## src/rtl/usb_ctrl_cfg.svh

```systemverilog
// register map, field positions and reset values of the usb config block
`ifndef USB_CTRL_CFG_SVH
`define USB_CTRL_CFG_SVH
`define OFS_DESC_MID     8'h00
`define OFS_DESC_TOP     8'h04
`define OFS_MOD_CFG      8'h08
`define OFS_PWR_CTRL     8'h0c
`define OFS_EP_BASE      8'h40
`define OFS_EP_LAST      8'h7c
`define CFG_EYE_BIT      7
`define CFG_OEMON_BIT    6
`define CFG_SIDL_BIT     4
`define CFG_ASUSP_BIT    0
`define PWR_SUSP_BIT     1
`define EP_STALL_BIT     1
`define CFG_WMASK        8'hd1
`define PWR_WMASK        8'h02
`define EP_WMASK         8'hdf
`define DESC_ALIGN_BITS  9
`define RST_BYTE         8'h00
`define PID_SETUP        4'hd
`define PID_IN           4'h9
`define PID_OUT          4'h1
`endif

```

## src/rtl/usb_ctrl_pkg.sv

```systemverilog
// types shared by the usb config and endpoint control block
package usb_ctrl_pkg;
	typedef struct packed {
		logic low_speed_direct;
		logic nak_retry_disable;
		logic rsvd;
		logic control_xfer_disable;
		logic endpoint_rx_enable;
		logic endpoint_tx_enable;
		logic endpoint_stalled;
		logic endpoint_handshake_enable;
	} ep_ctrl_t;

	typedef struct packed {
		logic       valid;
		logic [3:0] pid;
		logic [3:0] ep;
	} token_t;

	typedef enum logic [1:0] {
		VERDICT_NONE   = 2'b00,
		VERDICT_ACCEPT = 2'b01,
		VERDICT_REJECT = 2'b10
	} verdict_t;
endpackage

```

## src/rtl/usb_stall_flag.sv

```systemverilog
// one endpoint stall flag: hardware sets, software writes
`timescale 1ns/1ns
`include "usb_ctrl_cfg.svh"
module usb_stall_flag (
	// clock and reset
	input  wire logic clk,
	input  wire logic nrst,
	// set and write
	input  wire logic hw_set,
	input  wire logic sw_wr,
	input  wire logic sw_val,
	// state
	output logic      flag
);
	logic flag_ff;

	// hardware set wins over a software clear in the same cycle
	always_ff @(posedge clk or negedge nrst) begin
		if (!nrst) begin
			flag_ff <= 1'b0;
		end else if (hw_set) begin
			flag_ff <= 1'b1;
		end else if (sw_wr) begin
			flag_ff <= sw_val;
		end
	end

	assign flag = flag_ff;
endmodule

```

## src/rtl/usb_ep_token_check.sv

```systemverilog
// decides whether an endpoint takes a token and whether it handshakes
`timescale 1ns/1ns
`include "usb_ctrl_cfg.svh"
module usb_ep_token_check
	import usb_ctrl_pkg::*;
(
	// endpoint settings and token
	input  usb_ctrl_pkg::ep_ctrl_t ctrl,
	input  wire logic [3:0]        pid,
	// decision
	output usb_ctrl_pkg::verdict_t verdict,
	output logic                   handshake
);
	import usb_ctrl_pkg::*;

	logic both_dir;

	assign both_dir  = ctrl.endpoint_tx_enable & ctrl.endpoint_rx_enable;
	assign handshake = ctrl.endpoint_handshake_enable;

	always_comb begin
		verdict = VERDICT_REJECT;
		unique case (pid)
			`PID_OUT: if (ctrl.endpoint_rx_enable) verdict = VERDICT_ACCEPT;
			`PID_IN: if (ctrl.endpoint_tx_enable) verdict = VERDICT_ACCEPT;
			// control-disable only counts when both directions are on
			`PID_SETUP: if (ctrl.endpoint_rx_enable && !(both_dir && ctrl.control_xfer_disable)) verdict = VERDICT_ACCEPT;
			default: verdict = VERDICT_NONE;
		endcase
	end
endmodule

```

## src/rtl/usb_config_endpoint_ctrl.sv

```systemverilog
// usb descriptor base, module config and endpoint control registers
//
// Chosen here: the placing of the registers and the Wishbone register port.
`timescale 1ns/1ns
`include "usb_ctrl_cfg.svh"
module usb_config_endpoint_ctrl
	import usb_ctrl_pkg::*;
(
	// clock and reset
	input  wire logic                   CLK,
	input  wire logic                   NRST,
	// wishbone slave
	input  wire logic                   WB_CYC_I,
	input  wire logic                   WB_STB_I,
	input  wire logic                   WB_WE_I,
	input  wire logic [7:0]             WB_ADR_I,
	input  wire logic [3:0]             WB_SEL_I,
	input  wire logic [31:0]            WB_DAT_I,
	output logic [31:0]                 WB_DAT_O,
	output logic                        WB_ACK_O,
	// system power state, role and low descriptor base bits
	input  wire logic                   IDLE_MODE,
	input  wire logic                   SLEEP_MODE,
	input  wire logic                   HOST_MODE,
	input  wire logic [6:0]             DESC_BASE_LOW,
	// transceiver and token engine
	input  wire logic                   LINE_DRIVING,
	input  usb_ctrl_pkg::token_t        TOKEN,
	input  wire logic                   STALL_EVENT,
	input  wire logic [3:0]             STALL_EP,
	// control outputs
	output logic [31:0]                 DESC_BASE,
	output logic                        EYE_TEST,
	output logic                        OE_MONITOR,
	output logic                        MODULE_STOPPED,
	output logic                        MODULE_SUSPENDED,
	output logic                        CLK48_ENABLE,
	output logic                        LS_DIRECT,
	output logic                        PREAMBLE_NEEDED,
	output logic                        NAK_RETRY,
	// token decision
	output logic                        TOKEN_ACCEPT,
	output logic                        TOKEN_REJECT,
	output logic                        TOKEN_HANDSHAKE
);
	import usb_ctrl_pkg::*;

	logic [7:0]  desc_mid_ff;
	logic [7:0]  desc_top_ff;
	logic [7:0]  mod_cfg_ff;
	logic [7:0]  pwr_ctrl_ff;
	ep_ctrl_t    ep_ff [16];
	logic [15:0] stall_flag;
	logic        ack_ff;
	logic [31:0] dat_ff;
	logic        req;
	logic        wr_commit;
	logic [31:0] nxt_dat;
	verdict_t    verdict;
	logic        hshk;
	logic [31:0] desc_base_ff;
	logic        eye_ff;
	logic        oe_mon_ff;
	logic        stopped_ff;
	logic        susp_ff;
	logic        clk48_ff;
	logic        ls_direct_ff;
	logic        preamble_ff;
	logic        nak_retry_ff;
	logic        tok_acc_ff;
	logic        tok_rej_ff;
	logic        tok_hshk_ff;

	// true when the address falls in the endpoint window
	function automatic logic ep_hit(input logic [7:0] adr);
		return (adr >= `OFS_EP_BASE) && (adr <= `OFS_EP_LAST);
	endfunction

	// endpoint index from a word address in the window
	function automatic logic [3:0] ep_index(input logic [7:0] adr);
		logic [7:0] rel;
		rel = adr - `OFS_EP_BASE;
		return rel[5:2];
	endfunction

	// only the low byte lane holds implemented bits
	function automatic logic [7:0] merge(input logic [7:0] old, input logic [7:0] wmask);
		return (old & ~wmask) | (WB_DAT_I[7:0] & wmask);
	endfunction

	assign req       = WB_CYC_I & WB_STB_I;
	// a write lands on the edge at which the master sees ack
	assign wr_commit = req & ack_ff & WB_WE_I & WB_SEL_I[0];

	// bus answer: ack one cycle after the request, then dropped
	always_ff @(posedge CLK or negedge NRST) begin
		if (!NRST) begin
			ack_ff <= 1'b0;
		end else begin
			ack_ff <= req & ~ack_ff;
		end
	end

	// read mux; unmapped addresses read zero
	always_comb begin
		nxt_dat = 32'h0000_0000;
		if (ep_hit({WB_ADR_I[7:2], 2'b00})) begin
			nxt_dat[7:0] = ep_ff[ep_index({WB_ADR_I[7:2], 2'b00})];
		end else begin
			unique case ({WB_ADR_I[7:2], 2'b00})
				`OFS_DESC_MID: nxt_dat[7:0] = desc_mid_ff;
				`OFS_DESC_TOP: nxt_dat[7:0] = desc_top_ff;
				`OFS_MOD_CFG:  nxt_dat[7:0] = mod_cfg_ff;
				`OFS_PWR_CTRL: nxt_dat[7:0] = pwr_ctrl_ff;
				default:       nxt_dat[7:0] = 8'h00;
			endcase
		end
	end

	always_ff @(posedge CLK or negedge NRST) begin
		if (!NRST) begin
			dat_ff <= 32'h0000_0000;
		end else if (req & ~ack_ff) begin
			dat_ff <= nxt_dat;
		end else begin
			dat_ff <= 32'h0000_0000;
		end
	end

	// descriptor base bytes
	always_ff @(posedge CLK or negedge NRST) begin
		if (!NRST) begin
			desc_mid_ff <= `RST_BYTE;
			desc_top_ff <= `RST_BYTE;
		end else if (wr_commit) begin
			if ({WB_ADR_I[7:2], 2'b00} == `OFS_DESC_MID) begin
				desc_mid_ff <= WB_DAT_I[7:0];
			end
			if ({WB_ADR_I[7:2], 2'b00} == `OFS_DESC_TOP) begin
				desc_top_ff <= WB_DAT_I[7:0];
			end
		end
	end

	// module config and power control
	always_ff @(posedge CLK or negedge NRST) begin
		if (!NRST) begin
			mod_cfg_ff  <= `RST_BYTE;
			pwr_ctrl_ff <= `RST_BYTE;
		end else if (wr_commit) begin
			if ({WB_ADR_I[7:2], 2'b00} == `OFS_MOD_CFG) begin
				mod_cfg_ff <= merge(mod_cfg_ff, `CFG_WMASK);
			end
			if ({WB_ADR_I[7:2], 2'b00} == `OFS_PWR_CTRL) begin
				pwr_ctrl_ff <= merge(pwr_ctrl_ff, `PWR_WMASK);
			end
		end
	end

	// endpoint registers; stall bit kept by its own flag
	genvar g;
	generate
		for (g = 0; g < 16; g++) begin : gen_ep
			logic ep_wr;
			logic ep_set;

			assign ep_wr  = wr_commit && ep_hit({WB_ADR_I[7:2], 2'b00}) &&
				(ep_index({WB_ADR_I[7:2], 2'b00}) == 4'(g));
			assign ep_set = STALL_EVENT && (STALL_EP == 4'(g));

			always_ff @(posedge CLK or negedge NRST) begin
				if (!NRST) begin
					ep_ff[g] <= ep_ctrl_t'(`RST_BYTE);
				end else begin
					if (ep_wr) begin
						ep_ff[g] <= ep_ctrl_t'(merge(ep_ff[g], `EP_WMASK));
					end
					ep_ff[g].endpoint_stalled <= stall_flag[g];
				end
			end

			usb_stall_flag u_stall (
				.clk    (CLK),
				.nrst   (NRST),
				.hw_set (ep_set),
				.sw_wr  (ep_wr),
				.sw_val (WB_DAT_I[`EP_STALL_BIT]),
				.flag   (stall_flag[g])
			);
		end
	endgenerate

	// token decision for the addressed endpoint
	usb_ep_token_check u_tok (
		.ctrl      (ep_ff[TOKEN.ep]),
		.pid       (TOKEN.pid),
		.verdict   (verdict),
		.handshake (hshk)
	);

	always_ff @(posedge CLK or negedge NRST) begin
		if (!NRST) begin
			tok_acc_ff  <= 1'b0;
			tok_rej_ff  <= 1'b0;
			tok_hshk_ff <= 1'b0;
		end else begin
			tok_acc_ff  <= TOKEN.valid && (verdict == VERDICT_ACCEPT);
			tok_rej_ff  <= TOKEN.valid && (verdict == VERDICT_REJECT);
			tok_hshk_ff <= TOKEN.valid && (verdict == VERDICT_ACCEPT) && hshk;
		end
	end

	// mode outputs
	always_ff @(posedge CLK or negedge NRST) begin
		if (!NRST) begin
			desc_base_ff <= 32'h0000_0000;
			eye_ff       <= 1'b0;
			oe_mon_ff    <= 1'b0;
			stopped_ff   <= 1'b0;
			susp_ff      <= 1'b0;
			clk48_ff     <= 1'b0;
		end else begin
			desc_base_ff <= {desc_top_ff, desc_mid_ff, DESC_BASE_LOW, {`DESC_ALIGN_BITS{1'b0}}};
			eye_ff       <= mod_cfg_ff[`CFG_EYE_BIT];
			oe_mon_ff    <= mod_cfg_ff[`CFG_OEMON_BIT] & LINE_DRIVING;
			stopped_ff   <= mod_cfg_ff[`CFG_SIDL_BIT] & IDLE_MODE;
			susp_ff      <= pwr_ctrl_ff[`PWR_SUSP_BIT] | (mod_cfg_ff[`CFG_ASUSP_BIT] & SLEEP_MODE);
			clk48_ff     <= ~(pwr_ctrl_ff[`PWR_SUSP_BIT] | (mod_cfg_ff[`CFG_ASUSP_BIT] & SLEEP_MODE));
		end
	end

	// host-only settings of endpoint 0
	always_ff @(posedge CLK or negedge NRST) begin
		if (!NRST) begin
			ls_direct_ff <= 1'b0;
			preamble_ff  <= 1'b0;
			nak_retry_ff <= 1'b0;
		end else begin
			ls_direct_ff <= HOST_MODE & ep_ff[0].low_speed_direct;
			preamble_ff  <= HOST_MODE & ~ep_ff[0].low_speed_direct;
			nak_retry_ff <= HOST_MODE & ~ep_ff[0].nak_retry_disable;
		end
	end

	assign WB_ACK_O         = ack_ff;
	assign WB_DAT_O         = dat_ff;
	assign DESC_BASE        = desc_base_ff;
	assign EYE_TEST         = eye_ff;
	assign OE_MONITOR       = oe_mon_ff;
	assign MODULE_STOPPED   = stopped_ff;
	assign MODULE_SUSPENDED = susp_ff;
	assign CLK48_ENABLE     = clk48_ff;
	assign LS_DIRECT        = ls_direct_ff;
	assign PREAMBLE_NEEDED  = preamble_ff;
	assign NAK_RETRY        = nak_retry_ff;
	assign TOKEN_ACCEPT     = tok_acc_ff;
	assign TOKEN_REJECT     = tok_rej_ff;
	assign TOKEN_HANDSHAKE  = tok_hshk_ff;
endmodule

```

## config.mk

```make
export PLATFORM = sky130hd
export DESIGN_NAME = usb_config_endpoint_ctrl
export DESIGN_NICKNAME = d
export VERILOG_FILES = /design/src/rtl/usb_ctrl_pkg.sv /design/src/rtl/usb_stall_flag.sv /design/src/rtl/usb_ep_token_check.sv /design/src/rtl/usb_config_endpoint_ctrl.sv
export VERILOG_INCLUDE_DIRS = /design/src /design/src/rtl
export SDC_FILE = /design/constraint.sdc
export NUM_CORES = 1
export LEC_CHECK = 0
export BUFFER_PORTS_ARGS = -buffer_cell sky130_fd_sc_hd__buf_2
export CAP_MARGIN = 10
export CORE_MARGIN = 3
export CORE_UTILIZATION = 45
export DETAILED_ROUTE_END_ITERATION = 10
export PLACE_DENSITY_LB_ADDON = 0.12
export SYNTH_ARGS = -nofsm -noshare
export SYNTH_HDL_FRONTEND = slang
export SYNTH_SLANG_ARGS = --single-unit
```

## constraint.sdc

```tcl
create_clock -name CLK -period 1.82 [get_ports CLK]
set_input_delay 0.364 -clock CLK [delete_from_list [all_inputs] [get_ports CLK]]
set_output_delay 0.364 -clock CLK [all_outputs]
set_load 0.01 [all_outputs]
```

==> qor.yml <==
outcome:
  status: "finished clean"
synth:
  ys_types: 45
  ys_warn_count: 0
  post-synth-top-count-cell: "dfrtp_1"
  synthTopCellsByCount: "dfrtp_1 (192), mux2_2 (121), mux4_2 (36)"
  synth_adder_area_share: 0
  synth.yosys.seq_area_share: 0.545
  yosys.area.top_type_share: 0.545
  yosys.area.top_type: "dfrtp_1"
  synth.area.mux_share: 0.314
  ys_seq_elements: 192
  syn_area_per_cell_um2: 14.9
  synth-simple-area-share: 0.0615
  async_reset_ff_frac: 1.00
  syn_inst: 593
  yosys.area_share.xor_xnor: 0
  synth_compound_area_frac: 0.0271
  synth_enable_flop_cells: 0
  synth.area.top_cells: "dfrtp_1 (55%), mux2_2 (15%), mux4_2 (9.2%)"
  synth_ff_type: "dfrtp_1"
  syn_area_mm2: 0.00881
  synth_top_family_by_area: "multiplexers"
clocking:
  cts_tree: "done"
  path_clk_slew_ns: 0.07
  cts_root_buf: "clkbuf_16"
  cts_buffers: 17
  clockBufferDepth: 2
  htreeDepth: 4
  cts_sinks: 192
  insertion_delay_ns: 0.43
job:
  cap_violations: 0
final_layout:
  area_delta_synth_final_pct: 21.3
  layout-drive-gt1-share: 0.494
  n_antenna_cell: 0
  finalNetCount: 816
power:
  peakVddDrop_v: 0.000726
  power.density_mw_per_mm2: 854
  p_clk_frac: 0.435
  leakagePower_uw: 0.00525
  p_switching_uw: 2170
  p_comb_frac: 0.073
  sw_frac_of_total: 0.238
  pwr-share-seq: 0.492
  p_total_uw: 9130
  cellInternalPower_uw: 6950
timing:
  setup_slack_ns: 0.0615
  relSlewSlack: 0.459
  setup_viol: 0
  tns_ns: 0
  period_needed_ns: 1.76
  worstMarginPinSlew_ns: 0.809
  fin_skew_ns: 0.00778
  rsz0062_at_grt: "true"
  fin_crit_sh: 0.966
  fmax_mhz: 569
  slew_viol_final: 0
  hold_violations: 0
detailed_routing:
  drc: 0
  drt_iter0_drc: 260
  vias: 5441
  antenna_left: 0
  drt_pass1_iterations: 4
  drt-total-wl_mm: 21.2
  viasPerCell: 5.36
  wl_per_cell_um: 20.9
global_routing:
  gr-usage-all-layers: 0.206
  grt_overflow: 0
  grt_pass1_vias: 5789
  grt_max_degree: 53
  grt_pass1_wl_mm: 33.6
  antenna_found_initial: 0
hold_path:
  hp-class: "input port to flop"
placed_design:
  place_congestion: 0.798
  portBuffers: 87
  place_ws_ns: -0.346
  place_hpwl_mm: 15.4
die:
  ios: 150
  die-area_mm2: 0.0213
  start_util: 0.465
  core-area_mm2: 0.0190
  die_w_um: 146
  die_y_um: 146
  rows: 50
critical_path:
  cp_data_arrival_time_ns: 2.08
  worst_setup_path_start_kind: "flop"
  end_kind: "flop"
  critical_path_class: "flop to flop"
  cp.required_ns: 2.14
  critPathMaxFanout: 2
through the flow:
stage / util / hold WS [ns] / area [µm²] / cells
after floorplan: - / 0.0684 / 8980 / 625
after global placement: 0.529 / 0.356 / 10000 / 981
after detailed placement: 0.529 / 0.359 / 10000 / 981
after CTS: 0.563 / 0.0154 / 10700 / 1014
after global routing: 0.564 / 0.0156 / 10700 / 1015
final: 0.564 / 0.0350 / 10700 / 1015
layout by cell type, fill, tap and decap left out, types with 3 or more instances in the layout:
master | Yosys | final
a21oi_1 | 7 | 7
a22oi_2 | 1 | 4
and2_1 | 3 | 3
buf_12 | 2 | 14
buf_2 | 5 | 86
buf_4 | 33 | 63
bufinv_16 | 0 | 3
clkbuf_16 | 0 | 17
clkinv_4 | 0 | 3
conb_1 | 1 | 33
dfrtp_1 | 192 | 192
inv_1 | 4 | 4
inv_6 | 0 | 4
inv_8 | 0 | 3
mux2_2 | 121 | 121
mux2i_1 | 20 | 20
mux4_1 | 15 | 12
mux4_2 | 36 | 39
nand2_1 | 25 | 25
nand2b_1 | 5 | 5
nand3_1 | 13 | 13
nand4_1 | 3 | 3
nor2_1 | 15 | 13
nor2_2 | 3 | 5
nor2b_1 | 10 | 10
o21ai_0 | 17 | 17
o21ai_1 | 3 | 3
worst max-delay path, cell delays in order (launching register included):
cell and delay, ns:
dfrtp_1 0.38, buf_4 0.14, mux4_2 0.47, mux4_2 0.48
nand3_1 0.11, o21ai_1 0.07
power by group through the flow:
stage / clock network (µW) / logic [µW] / registers (µW)
after floorplan: 0 / 404 / 4560
after global placement: 0 / 648 / 4560
after detailed placement: 0 / 665 / 4570
after CTS: 4030 / 669 / 4490
after global routing: 4220 / 737 / 4500
final: 3970 / 664 / 4490
worst paths after layout:
check	startpoint	to	slack [ns]	cells after the start
max in group asynchronous	NRST	ep_ff[111]	0.75	3
min in group asynchronous	NRST	OE_MONITOR	0.46	2
hold / removal	DESC_BASE_LOW[5]	DESC_BASE[14]	0.04	1
setup / recovery	ep_ff[116]	WB_DAT_O[4]	0.06	5
setup reg to reg	ep_ff[116]	WB_DAT_O[4]	0.06	5
hold reg to reg	gen_ep[7].u_stall.flag	ep_ff[65]	0.37	0
metal layers:
metal,vias to the layer above,part of all wire,track usage
li1,2420,-,-
met4,0,0.020,0.0660
met1,2826,0.45,0.282
met5,-,0,0
met3,31,0.041,0.0352
met2,164,0.48,0.337
cells by family (layout without fill, tap and decap cells):
family	after synthesis	in the layout
compound gates	40	40
mux	192	192
buf+inv	71	201
other cells	1	33
flops	192	192
simple gates	97	97
timing repair:
item / in CTS / in global routing
endpoints found under the hold margin: 48 / 0
endpoints found under the setup margin: 0 / 18
gates resized for setup: 0 / 6
hold buffers: 1 / 0
setup buffers: 0 / 1
cell type report:
| class | instances | area, µm² |
|---|---|---|
| multi-input combinational | 362 | 3700 |
| clock inverter | 14 | 193 |
| timing repair buffer | 165 | 1210 |
| clock buffer | 18 | 439 |
| fill | 1572 | 8270 |
| inverter | 4 | 15.0 |
| tap | 260 | 325 |
| sequential | 192 | 4800 |
sequential cells by signal, indices dropped and copies added, names as in the netlist, 4 cells and up:
signal               flops
mod_cfg_ff               4
gen_ep.u_stall.flag     16
desc_top_ff              8
DESC_BASE               23
desc_mid_ff              8
ep_ff                  112
WB_DAT_O                 8
No activity file was read; power rests on OpenSTA's default activity.
